**src/common/pdt_pkg.sv**
```systemverilog
package pdt_pkg;

  // Register offsets on the five register-select lines
  localparam logic [4:0] OFS_CONTROL   = 5'h10;
  localparam logic [4:0] OFS_VECTOR    = 5'h11;
  localparam logic [4:0] OFS_PRE_NULL  = 5'h12;
  localparam logic [4:0] OFS_PRE_HIGH  = 5'h13;
  localparam logic [4:0] OFS_PRE_MID   = 5'h14;
  localparam logic [4:0] OFS_PRE_LOW   = 5'h15;
  localparam logic [4:0] OFS_CNT_NULL  = 5'h16;
  localparam logic [4:0] OFS_CNT_HIGH  = 5'h17;
  localparam logic [4:0] OFS_CNT_MID   = 5'h18;
  localparam logic [4:0] OFS_CNT_LOW   = 5'h19;
  localparam logic [4:0] OFS_FLAGS     = 5'h1A;

  // Control and flag register field positions
  localparam int CTL_ENABLE_BIT = 0;
  localparam int CTL_CLK_LSB    = 1;
  localparam int CTL_CLK_MSB    = 2;
  localparam int CTL_UNUSED_BIT = 3;
  localparam int CTL_ZD_BIT     = 4;
  localparam int CTL_PIN_LSB    = 5;
  localparam int CTL_PIN_MSB    = 7;
  localparam int FLAG_ZD_BIT    = 0;

  // Reset and fixed values
  localparam logic [7:0]  CONTROL_RESET = 8'h00;
  localparam logic [7:0]  VECTOR_RESET  = 8'h0F;
  localparam logic [7:0]  READ_ZERO     = 8'h00;
  localparam logic [4:0]  PRESCALE_TOP  = 5'h1F;
  localparam logic [4:0]  PRESCALE_ZERO = 5'h00;
  localparam logic [23:0] COUNT_ZERO    = 24'h000000;
  localparam logic [23:0] COUNT_ONE     = 24'h000001;

  // Clock control field
  localparam logic [1:0] CLK_SYS        = 2'h0;
  localparam logic [1:0] CLK_SYS_GATED  = 2'h1;
  localparam logic [1:0] CLK_TIN_PRE    = 2'h2;
  localparam logic [1:0] CLK_TIN_DIRECT = 2'h3;

  // Output and acknowledge pin field
  localparam logic [2:0] PIN_INT_OFF_ACK = 3'h4;
  localparam logic [2:0] PIN_INT_VECTOR  = 3'h5;
  localparam logic [2:0] PIN_INT_OFF     = 3'h6;
  localparam logic [2:0] PIN_INT_AUTO    = 3'h7;

  // Input synchroniser width: TIMER_INPUT_PIN, ack, select, rw, 5 address, 8 data
  localparam int SYNC_WIDTH = 17;
  localparam logic [16:0] SYNC_INIT = 17'h0FFFF;

  typedef enum logic {
    BUS_IDLE = 1'b0,
    BUS_ACK  = 1'b1
  } pdt_bus_state_t;

endpackage

```
**src/core/pdt_sync.sv**
```systemverilog
`timescale 1ns/100ps
`default_nettype none
module pdt_sync #(
  parameter int                 WIDTH = 1,
  parameter logic [WIDTH-1:0]   INIT  = '0
) (
  input  wire logic             CLK,
  input  wire logic             RESET_N,
  input  wire logic [WIDTH-1:0] async_in,
  output logic      [WIDTH-1:0] sync_out
);

  logic [WIDTH-1:0] stage_one;

  // Two flops; only the second stage is visible outside
  always_ff @(posedge CLK or negedge RESET_N) begin
    if (!RESET_N) begin
      stage_one <= INIT;
      sync_out  <= INIT;
    end else begin
      stage_one <= async_in;
      sync_out  <= stage_one;
    end
  end

endmodule // pdt_sync
`default_nettype wire

```
**src/core/pdt_timer.sv**
```systemverilog
// Summary of operation
// - Field 00X: both shared pins are port pins
// - Field 01X: square wave, high when halted
// - Field 100: output floats, acknowledge ignored
// - Field 101: request low on flag, vectored
// - Field 110: output floats, acknowledge pin port
// - Field 111: request low on flag, autovectored
// - Bit 4 low: reload after zero detect
// - Bit 4 high: roll over, no reload
// - Control bit 3 always reads zero
// - Clock 00: system prescaled, enable alone runs
// - Clock 01: run needs enable and input high
// - Clock 10: prescaler steps on input rising
// - Clock 11: counter steps on input rising
// - Enable bit selects run or halt
// - Vector same on read and acknowledge; 0F
// - Preload bytes addressable; null reads zero
// - Count bytes live, writes ignored, null zero
// - Flag set on count one to zero
// - Flag clear by write-one or halt, clear wins
// - Flag bits 7-1 zero; reads harmless
// - Reset halts timer and clears flag
// - Halted: count held, prescaler forced 1F
// - First rollover after run loads preload
`timescale 1ns/100ps
`default_nettype none
module pdt_timer (
  input  wire logic       CLK,
  input  wire logic       RESET_N,
  input  wire logic       CS_N,
  input  wire logic       RW,
  input  wire logic [4:0] RS,
  input  wire logic [7:0] D_IN,
  output logic      [7:0] D_OUT,
  output logic            D_OE,
  output logic            BUS_DATA_ACK_N_OUT,
  output logic            BUS_DATA_ACK_OE,
  input  wire logic       TIMER_INPUT_PIN,
  input  wire logic       TIMER_IRQ_ACK_PIN_N,
  output logic            TIMER_OUTPUT_PIN_OUT,
  output logic            TIMER_OUTPUT_PIN_OE,
  output logic            PORT_PIN_THREE_SEL,
  output logic            PORT_PIN_SEVEN_SEL,
  output logic            PORT_PIN_TWO_SEL
);

  import pdt_pkg::*;

  // Synchronised pins
  logic [SYNC_WIDTH-1:0] sync_bus;
  wire logic             tin_s;
  wire logic             ack_n_s;
  wire logic             cs_n_s;
  wire logic             rw_s;
  wire logic [4:0]       rs_s;
  wire logic [7:0]       din_s;

  // Registers
  logic [7:0]     timer_control;
  logic [7:0]     timer_vector;
  logic [7:0]     preload_high;
  logic [7:0]     preload_mid;
  logic [7:0]     preload_low;
  logic [23:0]    counter;
  logic [4:0]     prescaler;
  logic           loaded;
  logic           zero_detect_flag;
  logic           square;
  logic           tin_prev;
  pdt_bus_state_t bus_state;

  // Next values and decodes
  wire logic [2:0]  pin_mode;
  wire logic [1:0]  clk_mode;
  wire logic        roll_over;
  wire logic        enable;
  wire logic        run;
  wire logic        tin_rise;
  wire logic        presc_step;
  wire logic        tick;
  wire logic [23:0] preload_value;
  wire logic        count_is_zero;
  wire logic        zero_hit;
  wire logic [4:0]  next_prescaler;
  wire logic [23:0] next_counter;
  wire logic        next_loaded;
  wire logic        bus_req;
  wire logic        ack_req;
  wire logic        start;
  wire logic        wr;
  wire logic        flag_clear;
  wire logic        next_zero_detect_flag;
  wire logic        next_square;
  wire logic [7:0]  rd_data;
  wire logic [7:0]  next_d_out;
  wire logic        square_mode;
  wire logic        int_enabled;
  wire logic        next_timer_output_pin_out;
  wire logic        next_timer_output_pin_oe;
  wire logic        bus_release;

  pdt_sync #(
    .WIDTH (SYNC_WIDTH),
    .INIT  (SYNC_INIT)
  ) u_sync (
    .CLK      (CLK),
    .RESET_N  (RESET_N),
    .async_in ({TIMER_INPUT_PIN, TIMER_IRQ_ACK_PIN_N, CS_N, RW, RS, D_IN}),
    .sync_out (sync_bus)
  );

  assign tin_s   = sync_bus[16];
  assign ack_n_s = sync_bus[15];
  assign cs_n_s  = sync_bus[14];
  assign rw_s    = sync_bus[13];
  assign rs_s    = sync_bus[12:8];
  assign din_s   = sync_bus[7:0];

  assign pin_mode  = timer_control[CTL_PIN_MSB:CTL_PIN_LSB];
  assign clk_mode  = timer_control[CTL_CLK_MSB:CTL_CLK_LSB];
  assign roll_over = timer_control[CTL_ZD_BIT];
  assign enable    = timer_control[CTL_ENABLE_BIT];

  // Run or halt
  assign run = enable & ((clk_mode != CLK_SYS_GATED) | tin_s);

  assign tin_rise = tin_s & ~tin_prev;

  // Prescaler steps every clock for system modes, on input rising edge for clock 10, never for clock 11
  assign presc_step = run & (((clk_mode == CLK_SYS) | (clk_mode == CLK_SYS_GATED))
                      | ((clk_mode == CLK_TIN_PRE) & tin_rise));

  assign tick = (clk_mode == CLK_TIN_DIRECT) ? (run & tin_rise)
              : (presc_step & (prescaler == PRESCALE_ZERO));

  assign next_prescaler = !run       ? PRESCALE_TOP
                        : presc_step ? prescaler - 5'h01
                        : prescaler;

  assign preload_value = {preload_high, preload_mid, preload_low};
  assign count_is_zero = (counter == COUNT_ZERO);

  // Preload transfer on the first step after entering run
  assign next_counter = !tick                       ? counter
                      : !loaded                     ? preload_value
                      : (count_is_zero & !roll_over) ? preload_value
                      : counter - COUNT_ONE;

  assign next_loaded = run & (loaded | tick);

  assign zero_hit = tick & loaded & (counter == COUNT_ONE);

  // Bus and acknowledge requests
  assign bus_req = ~cs_n_s;
  assign ack_req = ~ack_n_s & (pin_mode == PIN_INT_VECTOR) & zero_detect_flag;
  assign start   = (bus_state == BUS_IDLE) & (bus_req | ack_req);
  assign wr      = (bus_state == BUS_IDLE) & bus_req & ~rw_s;
  assign bus_release = cs_n_s & ack_n_s;

  // Clear dominates a simultaneous zero detect
  assign flag_clear = !run | (wr & (rs_s == OFS_FLAGS) & din_s[FLAG_ZD_BIT]);
  assign next_zero_detect_flag = flag_clear ? 1'b0
                               : zero_hit   ? 1'b1
                               : zero_detect_flag;

  // Square wave: high in halt, toggles on zero detect
  assign next_square = !run     ? 1'b1
                     : zero_hit ? ~square
                     : square;

  // Read data selection
  assign rd_data =
      (rs_s == OFS_CONTROL)  ? {timer_control[7:4], 1'b0, timer_control[2:0]}
    : (rs_s == OFS_VECTOR)   ? timer_vector
    : (rs_s == OFS_PRE_HIGH) ? preload_high
    : (rs_s == OFS_PRE_MID)  ? preload_mid
    : (rs_s == OFS_PRE_LOW)  ? preload_low
    : (rs_s == OFS_CNT_HIGH) ? counter[23:16]
    : (rs_s == OFS_CNT_MID)  ? counter[15:8]
    : (rs_s == OFS_CNT_LOW)  ? counter[7:0]
    : (rs_s == OFS_FLAGS)    ? {7'h00, zero_detect_flag}
    : READ_ZERO;

  assign next_d_out = bus_req ? rd_data : timer_vector;

  // Pin function decode
  assign square_mode = (pin_mode[2:1] == 2'h1);
  assign int_enabled = (pin_mode == PIN_INT_VECTOR) | (pin_mode == PIN_INT_AUTO);
  assign next_timer_output_pin_out = square_mode ? next_square : 1'b0;
  assign next_timer_output_pin_oe  = square_mode
                       | (int_enabled & next_zero_detect_flag);

  // Control register
  always_ff @(posedge CLK or negedge RESET_N) begin
    if (!RESET_N) begin
      timer_control <= CONTROL_RESET;
    end else if (wr && rs_s == OFS_CONTROL) begin
      timer_control <= {din_s[7:4], 1'b0, din_s[2:0]};
    end
  end

  // Vector register
  always_ff @(posedge CLK or negedge RESET_N) begin
    if (!RESET_N) begin
      timer_vector <= VECTOR_RESET;
    end else if (wr && rs_s == OFS_VECTOR) begin
      timer_vector <= din_s;
    end
  end

  // Preload bytes keep their contents through reset
  always_ff @(posedge CLK) begin
    if (wr && rs_s == OFS_PRE_HIGH) begin
      preload_high <= din_s;
    end
    if (wr && rs_s == OFS_PRE_MID) begin
      preload_mid <= din_s;
    end
    if (wr && rs_s == OFS_PRE_LOW) begin
      preload_low <= din_s;
    end
  end

  // Counter keeps its contents through reset
  always_ff @(posedge CLK) begin
    counter <= next_counter;
  end

  // Timer control state
  always_ff @(posedge CLK or negedge RESET_N) begin
    if (!RESET_N) begin
      prescaler        <= PRESCALE_TOP;
      loaded           <= 1'b0;
      zero_detect_flag <= 1'b0;
      square           <= 1'b1;
      tin_prev         <= 1'b0;
    end else begin
      prescaler        <= next_prescaler;
      loaded           <= next_loaded;
      zero_detect_flag <= next_zero_detect_flag;
      square           <= next_square;
      tin_prev         <= tin_s;
    end
  end

  // Pin outputs and port function selects
  always_ff @(posedge CLK or negedge RESET_N) begin
    if (!RESET_N) begin
      TIMER_OUTPUT_PIN_OUT <= 1'b0;
      TIMER_OUTPUT_PIN_OE  <= 1'b0;
      PORT_PIN_THREE_SEL   <= 1'b1;
      PORT_PIN_SEVEN_SEL   <= 1'b1;
      PORT_PIN_TWO_SEL     <= 1'b1;
    end else begin
      TIMER_OUTPUT_PIN_OUT <= next_timer_output_pin_out;
      TIMER_OUTPUT_PIN_OE  <= next_timer_output_pin_oe;
      PORT_PIN_THREE_SEL   <= (pin_mode[2:1] == 2'h0);
      PORT_PIN_SEVEN_SEL   <= (pin_mode != PIN_INT_OFF_ACK)
                            & (pin_mode != PIN_INT_VECTOR);
      PORT_PIN_TWO_SEL     <= (clk_mode == CLK_SYS);
    end
  end

  // Bus cycle: act once, hold acknowledge until select and ack negate
  always_ff @(posedge CLK or negedge RESET_N) begin
    if (!RESET_N) begin
      bus_state   <= BUS_IDLE;
      D_OUT       <= READ_ZERO;
      D_OE        <= 1'b0;
      BUS_DATA_ACK_N_OUT <= 1'b1;
      BUS_DATA_ACK_OE    <= 1'b0;
    end else begin
      unique case (bus_state)
        BUS_IDLE: begin
          if (start) begin
            bus_state   <= BUS_ACK;
            D_OUT       <= next_d_out;
            D_OE        <= ~bus_req | rw_s;
            BUS_DATA_ACK_N_OUT <= 1'b0;
            BUS_DATA_ACK_OE    <= 1'b1;
          end
        end
        BUS_ACK: begin
          if (bus_release) begin
            bus_state   <= BUS_IDLE;
            D_OE        <= 1'b0;
            BUS_DATA_ACK_N_OUT <= 1'b1;
            BUS_DATA_ACK_OE    <= 1'b0;
          end
        end
      endcase
    end
  end

endmodule // pdt_timer
`default_nettype wire

```
**config.mk**
```make
export PLATFORM = sky130hd
export DESIGN_NAME = pdt_timer
export DESIGN_NICKNAME = d
export VERILOG_FILES = /design/src/common/pdt_pkg.sv /design/src/core/pdt_sync.sv /design/src/core/pdt_timer.sv
export SDC_FILE = /design/constraint.sdc
export NUM_CORES = 1
export LEC_CHECK = 0
export ABC_AREA = 0
export BUFFER_PORTS_ARGS = -buffer_cell sky130_fd_sc_hd__buf_2
export CAP_MARGIN = 25
export CORE_UTILIZATION = 63
export CTS_BUF_LIST = sky130_fd_sc_hd__clkbuf_2
export DETAILED_ROUTE_END_ITERATION = 8
export PLACE_DENSITY = 0.88
export SLEW_MARGIN = 20
export SYNTH_ARGS = -nofsm -noshare
export SYNTH_HDL_FRONTEND = slang
export SYNTH_SLANG_ARGS = --single-unit
```
**constraint.sdc**
```tcl
create_clock -name CLK -period 2.55 [get_ports CLK]
set_input_delay 0.255 -clock CLK [delete_from_list [all_inputs] [get_ports CLK]]
set_output_delay 0.255 -clock CLK [all_outputs]
set_load 0.01 [all_outputs]
```
# After elaboration in Yosys (flattened, before gate mapping)
# Index checks and enable logic that the tools add are counted.
[op_classes]
mul = 0
shift = 0
n_mux = 31
bitwise = 35
reduce_logical = 13
n_eq_ne = 22
n_lt_le_gt_ge = 0
n_div = 0
n_addsub = 2
[ops]
columns = ["op", "count"]
rows = [
  ["$mux 8", 9],
  ["$mux 24", 2],
  ["$eq 5x5->1 const B", 9],
  ["$eq 24x1->1 const B", 1],
  ["$logic_not 24->1", 1],
  ["$sub 24x1->24 const B", 1],
  ["$and 1x1->1", 20],
  ["$mux 1", 14],
  ["$mux 5", 2],
  ["$or 1x1->1", 9],
  ["$pmux 1 s2", 4],
  ["$eq 3x3->1 const B", 2],
  ["$ne 2x1->1 const B", 3],
  ["$ne 3x3->1 const B", 2],
  ["$not 1->1", 6],
  ["$logic_and 1x1->1", 5],
  ["$logic_not 5->1", 1],
  ["$sub 5x1->5 const B", 1],
  ["$eq 2x1->1 const B", 2],
  ["$eq 2x2->1 const B", 2],
  ["$logic_not 2->1", 2],
  ["$reduce_and 2->1", 2],
  ["$logic_not 1->1", 2],
  ["$ne 2x2->1 const B", 1],
]
[word_totals]
inputBits = 19
regBits = 123
output_inout_bits = 16
word_cells = 126
romBits = 0
n_memories = 0
latchBits = 0
ram_bits = 0

# Longest topological paths before layout
[depth]
word_depth = 13
ltp_mapped = 8
mapped_depth_nobuf = 7

# Cells and area by module
# A second synthesis with hierarchy kept.
[unflattened]
cells_unflattened = 487
area_unflattened_um2 = 5637.9
[modules_own_cells]
columns = ["module", "instances", "seq_area_each_um2", "area_per_inst_um2", "cells_per_inst"]
rows = [
  ["pdt_timer", 1, 2484.9, 4747.1, 453],
  ["pdt_sync", 1, 890.9, 890.9, 34],
]

# Worst setup path before layout
# No wires, ideal clock.
[synth_timing]
path_type = "register to register"
start = "register counter[14]"
end = "register counter[0], data pin"
path_slack_ns = 0.565
required_ns = 2.287
synth_period_minus_slack_ns = 1.985
arrival_time_ns = 1.722
path_buffers = 2
setup_time_ns = 0.263
stages_incl_launch_ff = 7
path_cell_list = "edfxtp_1 nor4_2 nand4b_2 o41ai_4 buf_6 buf_6 o21ai_0"
[synth_between]
elab_chain_len = 4
[synth_rtl]
columns = ["item", "line_no", "rtl"]
rows = [
  ["from (decl)", "pdt_timer.sv:64", "logic [23:0] counter;"],
  ["from (signal assigned)", "pdt_timer.sv:226", "counter <= next_counter;"],
  ["$logic_not 24->1", "pdt_timer.sv:141", "assign count_is_zero = (counter == COUNT_ZERO);"],
  ["$and 1x1->1", "pdt_timer.sv:146", ": (count_is_zero & !roll_over) ? preload_value"],
  ["$mux 24", "pdt_timer.sv:146", ""],
  ["$mux 24", "pdt_timer.sv:145", ": !loaded ? preload_value"],
]
# Every way passes these cells.
# A chain may end at the register's enable or synchronous reset.

# Worst setup path in the final report
[layout_timing]
start = "register u_sync.sync_out[8]"
end = "register D_OUT[1]"
[layout_between]
elab_chain_len = 10
elab_cells_between_ends = 17
cone_classes = "eq/ne: 8; mux: 9"
[layout_rtl]
columns = ["item", "line_no", "rtl"]
rows = [
  ["from (decl)", "pdt_sync.sv:10", "output logic [WIDTH-1:0] sync_out"],
  ["from (signal assigned)", "pdt_sync.sv:22", "sync_out <= stage_one;"],
  ["$eq 5x5->1", "pdt_timer.sv:180", ": (rs_s == OFS_CNT_LOW) ? counter[7:0]"],
  ["$mux 8", "pdt_timer.sv:180", ""],
  ["$mux 8", "pdt_timer.sv:179", ": (rs_s == OFS_CNT_MID) ? counter[15:8]"],
  ["$mux 8", "pdt_timer.sv:178", ": (rs_s == OFS_CNT_HIGH) ? counter[23:16]"],
  ["$mux 8", "pdt_timer.sv:177", ": (rs_s == OFS_PRE_LOW) ? preload_low"],
  ["$mux 8", "pdt_timer.sv:176", ": (rs_s == OFS_PRE_MID) ? preload_mid"],
  ["$mux 8", "pdt_timer.sv:175", ": (rs_s == OFS_PRE_HIGH) ? preload_high"],
  ["$mux 8", "pdt_timer.sv:174", ": (rs_s == OFS_VECTOR) ? timer_vector"],
  ["$mux 8 (*)", "pdt_timer.sv:173", "(rs_s == OFS_CONTROL) ? {timer_control[7:4], 1'b0, timer_control[2:0]}"],
  ["$mux 8 (*)", "pdt_timer.sv:184", "assign next_d_out = bus_req ? rd_data : timer_vector;"],
  ["to (signal assigned)", "pdt_timer.sv:277", "D_OUT <= next_d_out;"],
  ["to (decl)", "pdt_timer.sv:34", "output logic [7:0] D_OUT,"],
]
# Mark *: on every way between the ends. The rest lies on a longest branch, timed or not.

==> flow_metrics.tcl <==
set metrics [dict create \
    ys.warnings.count 0 \
    antenna_found_initial 0 \
    first_pass_iters 5 \
    drv_cap 0 \
    p_leak_nw 2.50 \
    gp_congestion 0.919 \
    die_h_um 96.7 \
    synthAdderAreaFrac_pct 1.11 \
    worstMarginPinSlew_ps 727 \
    drc 0 \
    rsz0062_at_grt "false" \
    fill_cells 545 \
    start_util_pct 65.1 \
    ant_nets 0 \
    dp_hpwl_mm 9.66 \
    ir_drop_v 0.000459 \
    yosysTopAreaCell "edfxtp_1" \
    die_x_um 96.7 \
    synth-simple-area-share_pct 16.5 \
    crit_path_frequent_cell "nor3_1" \
    die_area_mm2 0.00935 \
    status "completed" \
    synth_compound_area_share_pct 11.3 \
    setup_viol 0 \
    async_reset_ff_share_pct 61.0 \
    syn_nets 501 \
    drv_slew 0 \
    crit_chain "nand2b_1, nor3_1, nor3_1, o21ai_0, o221ai_1" \
    fin_nets 568 \
    synth-edff-count 48 \
    grt_use_total_pct 34.3 \
    powerDensity_mw_per_mm2 584 \
    crit_path_max_incr_delay_ps 820 \
    cts_root_buf "clkbuf_2" \
    hold_path.class "in2reg" \
    setup_ws_ps 108 \
    netlist_area_mm2 0.00565 \
    htreeDepth 4 \
    cts_tree "done" \
    io_pins 35 \
    clk-insertion-delay-late_ps 680 \
    fmax_mhz 410 \
    viasPerCell 6.57 \
    grt_pass1_vias 4351 \
    syn_inst 477 \
    drt-total-wl_mm 15.1 \
    hold_violations 0 \
    synth_top_family_by_area "simple AND/OR/NAND/NOR gates" \
    wl_per_cell_um 22.7 \
    post_cts_buffers 0 \
    layout-drive-gt1-share_pct 27.6 \
    synth_mux_area_share_pct 5.01 \
    synthToLayoutAreaGrowth_pct 13.0 \
    finClkSkew_ps 39.9 \
    switching_share_pct 30.3 \
    power_frac_seq_pct 60.7 \
    ys_top_cells_by_area "edfxtp_1 (26%), dfstp_2 (21%), dfrtp_1 (13%)" \
    grt_first_pass_wirelength_mm 24.3 \
    period_share_pct 95.8 \
    ys_top_cells_by_count "nand2_1 (63), edfxtp_1 (48), dfstp_2 (46), o21ai_0 (31), dfrtp_1 (29)" \
    path_max_fanout 18 \
    place_ws_ps 209 \
    max-slew-margin-rel_pct 51.2 \
    coreArea_mm2 0.00868 \
    grt_max_degree 34 \
    required_ps 3140 \
    fin_tns_setup_ps 0 \
    power.net_switching_mw 1.13 \
    numCtsBuffers 17 \
    diodes 0 \
    internal-power_mw 2.60 \
    clock_path_buffers 2 \
    grt.overflow.total 0 \
    cp-start-kind "flop" \
    clkPwrFrac_pct 30.9 \
    synth_top_area_share_pct 25.5 \
    period_minus_slack_ps 2440 \
    first_iter_violations 504 \
    ys_types 63 \
    comb_power_share_pct 8.4 \
    cts.reportedPaths.clkPinSlew_ps 230 \
    worstPathArrival_ps 3030 \
    utilization_pct 73.5 \
    rows 34 \
    yosysMostFrequentCell "nand2_1" \
    synth_seq_cells 123 \
    vias 4372 \
    synth_xor_area_share_pct 3.72 \
    cp-end-kind "flop" \
    path_class "reg2reg" \
    slowest_stage "dfstp_2" \
    clock-sinks 123 \
    synth_seq_area_share_pct 59.8 \
    ys.flop_type "edfxtp_1" \
    io_buffers 34 \
    syn_avg_cell_area_um2 11.8 \
]
## state kept, by name, summed over array words and instances (netlist names), 5 cells and up
register,cells
preload_mid,8
preload_low,8
counter,24
u_sync.sync_out,17
timer_vector,8
timer_control,7
preload_high,8
u_sync.stage_one,17
D_OUT,8
prescaler,5
## per-stage QoR
| step | area [um2] | hold WS [ps] | power (mW) | cells |
|---|---|---|---|---|
| 6_report | 6380 | 185 | 3.73 | 665 |
| 5_1_grt | 6380 | 116 | 3.84 | 665 |
| 4_1_cts | 6380 | 150 | 3.68 | 665 |
| 3_5_place_dp | 5960 | 198 | 2.55 | 613 |
| 3_3_place_gp | 5960 | 175 | 2.53 | 613 |
| 2_1_floorplan | 5650 | -40.6 | 2.41 | 477 |
## worst max-delay path, delay by kind of cell, from the launching register on
family / cells / cell delay, ps
AND/OR/NAND/NOR: 3 / 1080
flip-flops: 1 / 820
AO/OA/AOI/OAI: 2 / 470
## what timing repair did
item / 4_1_cts / 5_1_grt
endpoints found under the setup margin: 0 / 13
hold endpoints to repair: 58 / 0
hold buffers: 20 / 0
gates resized for setup: 0 / 1
## cell type report
type | count | area [um2] | area share (%)
clock inverter | 14 | 123 | 1.92
sequential | 123 | 3380 | 52.9
inverter | 10 | 37.5 | 0.588
timing repair buffer | 68 | 488 | 7.65
multi-input combinational | 324 | 2130 | 33.4
tap | 108 | 135 | 2.12
clock buffer | 18 | 90.1 | 1.41
## placed cells by master, fill, tap and decap left out, types with 6 or more instances in the layout
| master | n |
|---|---|
| inv_1 | 10 |
| a22oi_1 | 8 |
| nand4_1 | 6 |
| edfxtp_1 | 48 |
| mux2i_1 | 8 |
| nand2b_1 | 16 |
| mux2_2 | 18 |
| dfstp_2 | 46 |
| nor2b_1 | 9 |
| nor3_1 | 17 |
| nand2_1 | 63 |
| xnor2_1 | 15 |
| buf_2 | 34 |
| inv_6 | 6 |
| nor2_1 | 25 |
| a21oi_1 | 11 |
| dlygate4sd3_1 | 20 |
| xor2_1 | 9 |
| buf_4 | 13 |
| o221ai_1 | 7 |
| nor4_1 | 7 |
| dfrtp_1 | 29 |
| clkbuf_2 | 18 |
| o21ai_0 | 31 |
## metal layers
layer	part of all wire (%)	routed length (um)	global-route usage [%]
met1	38	5810	45.7
met2	48	7190	54.8
met3	9.8	1480	8.09
met4	4.2	631	13.9
met5	0	0	0
## power by group through the flow
stage	logic, mW	registers, mW	clock network (mW)
global route	0.333	2.27	1.24
detailed placement	0.265	2.29	0
CTS	0.292	2.25	1.14
floorplan	0.149	2.26	0
global placement	0.255	2.28	0
finish	0.313	2.26	1.15
## logic make-up (layout without fill, tap and decap cells)
group,after synthesis,count (layout)
AND/OR/NAND/NOR,176,176
flip-flops,123,123
AO/OA/AOI/OAI,93,93
buffers and inverters,30,110
multiplexers,26,26
XOR/XNOR,24,24
adder cells (fa/ha/maj),5,5
## path summary, 6_finish.rpt
path                                                       end  slack [ps]  depth (start not counted)                           from
worst min register to register    u_sync.sync_out[1]$_DFF_PN1_         350                          0  u_sync.stage_one[1]$_DFF_PN1_
worst max-delay path                      D_OUT[1]$_DFFE_PN0P_         110                          5   u_sync.sync_out[8]$_DFF_PN1_
min in group asynchronous                 D_OUT[6]$_DFFE_PN0P_         620                          3                        RESET_N
max in group asynchronous          BUS_DATA_ACK_OE$_DFFE_PN0P_        1040                          4                        RESET_N
worst min-delay path            u_sync.stage_one[13]$_DFF_PN1_         180                          2                             RW
worst max register to register            D_OUT[1]$_DFFE_PN0P_         110                          5   u_sync.sync_out[8]$_DFF_PN1_
Power figures use the tool's default switching activity.
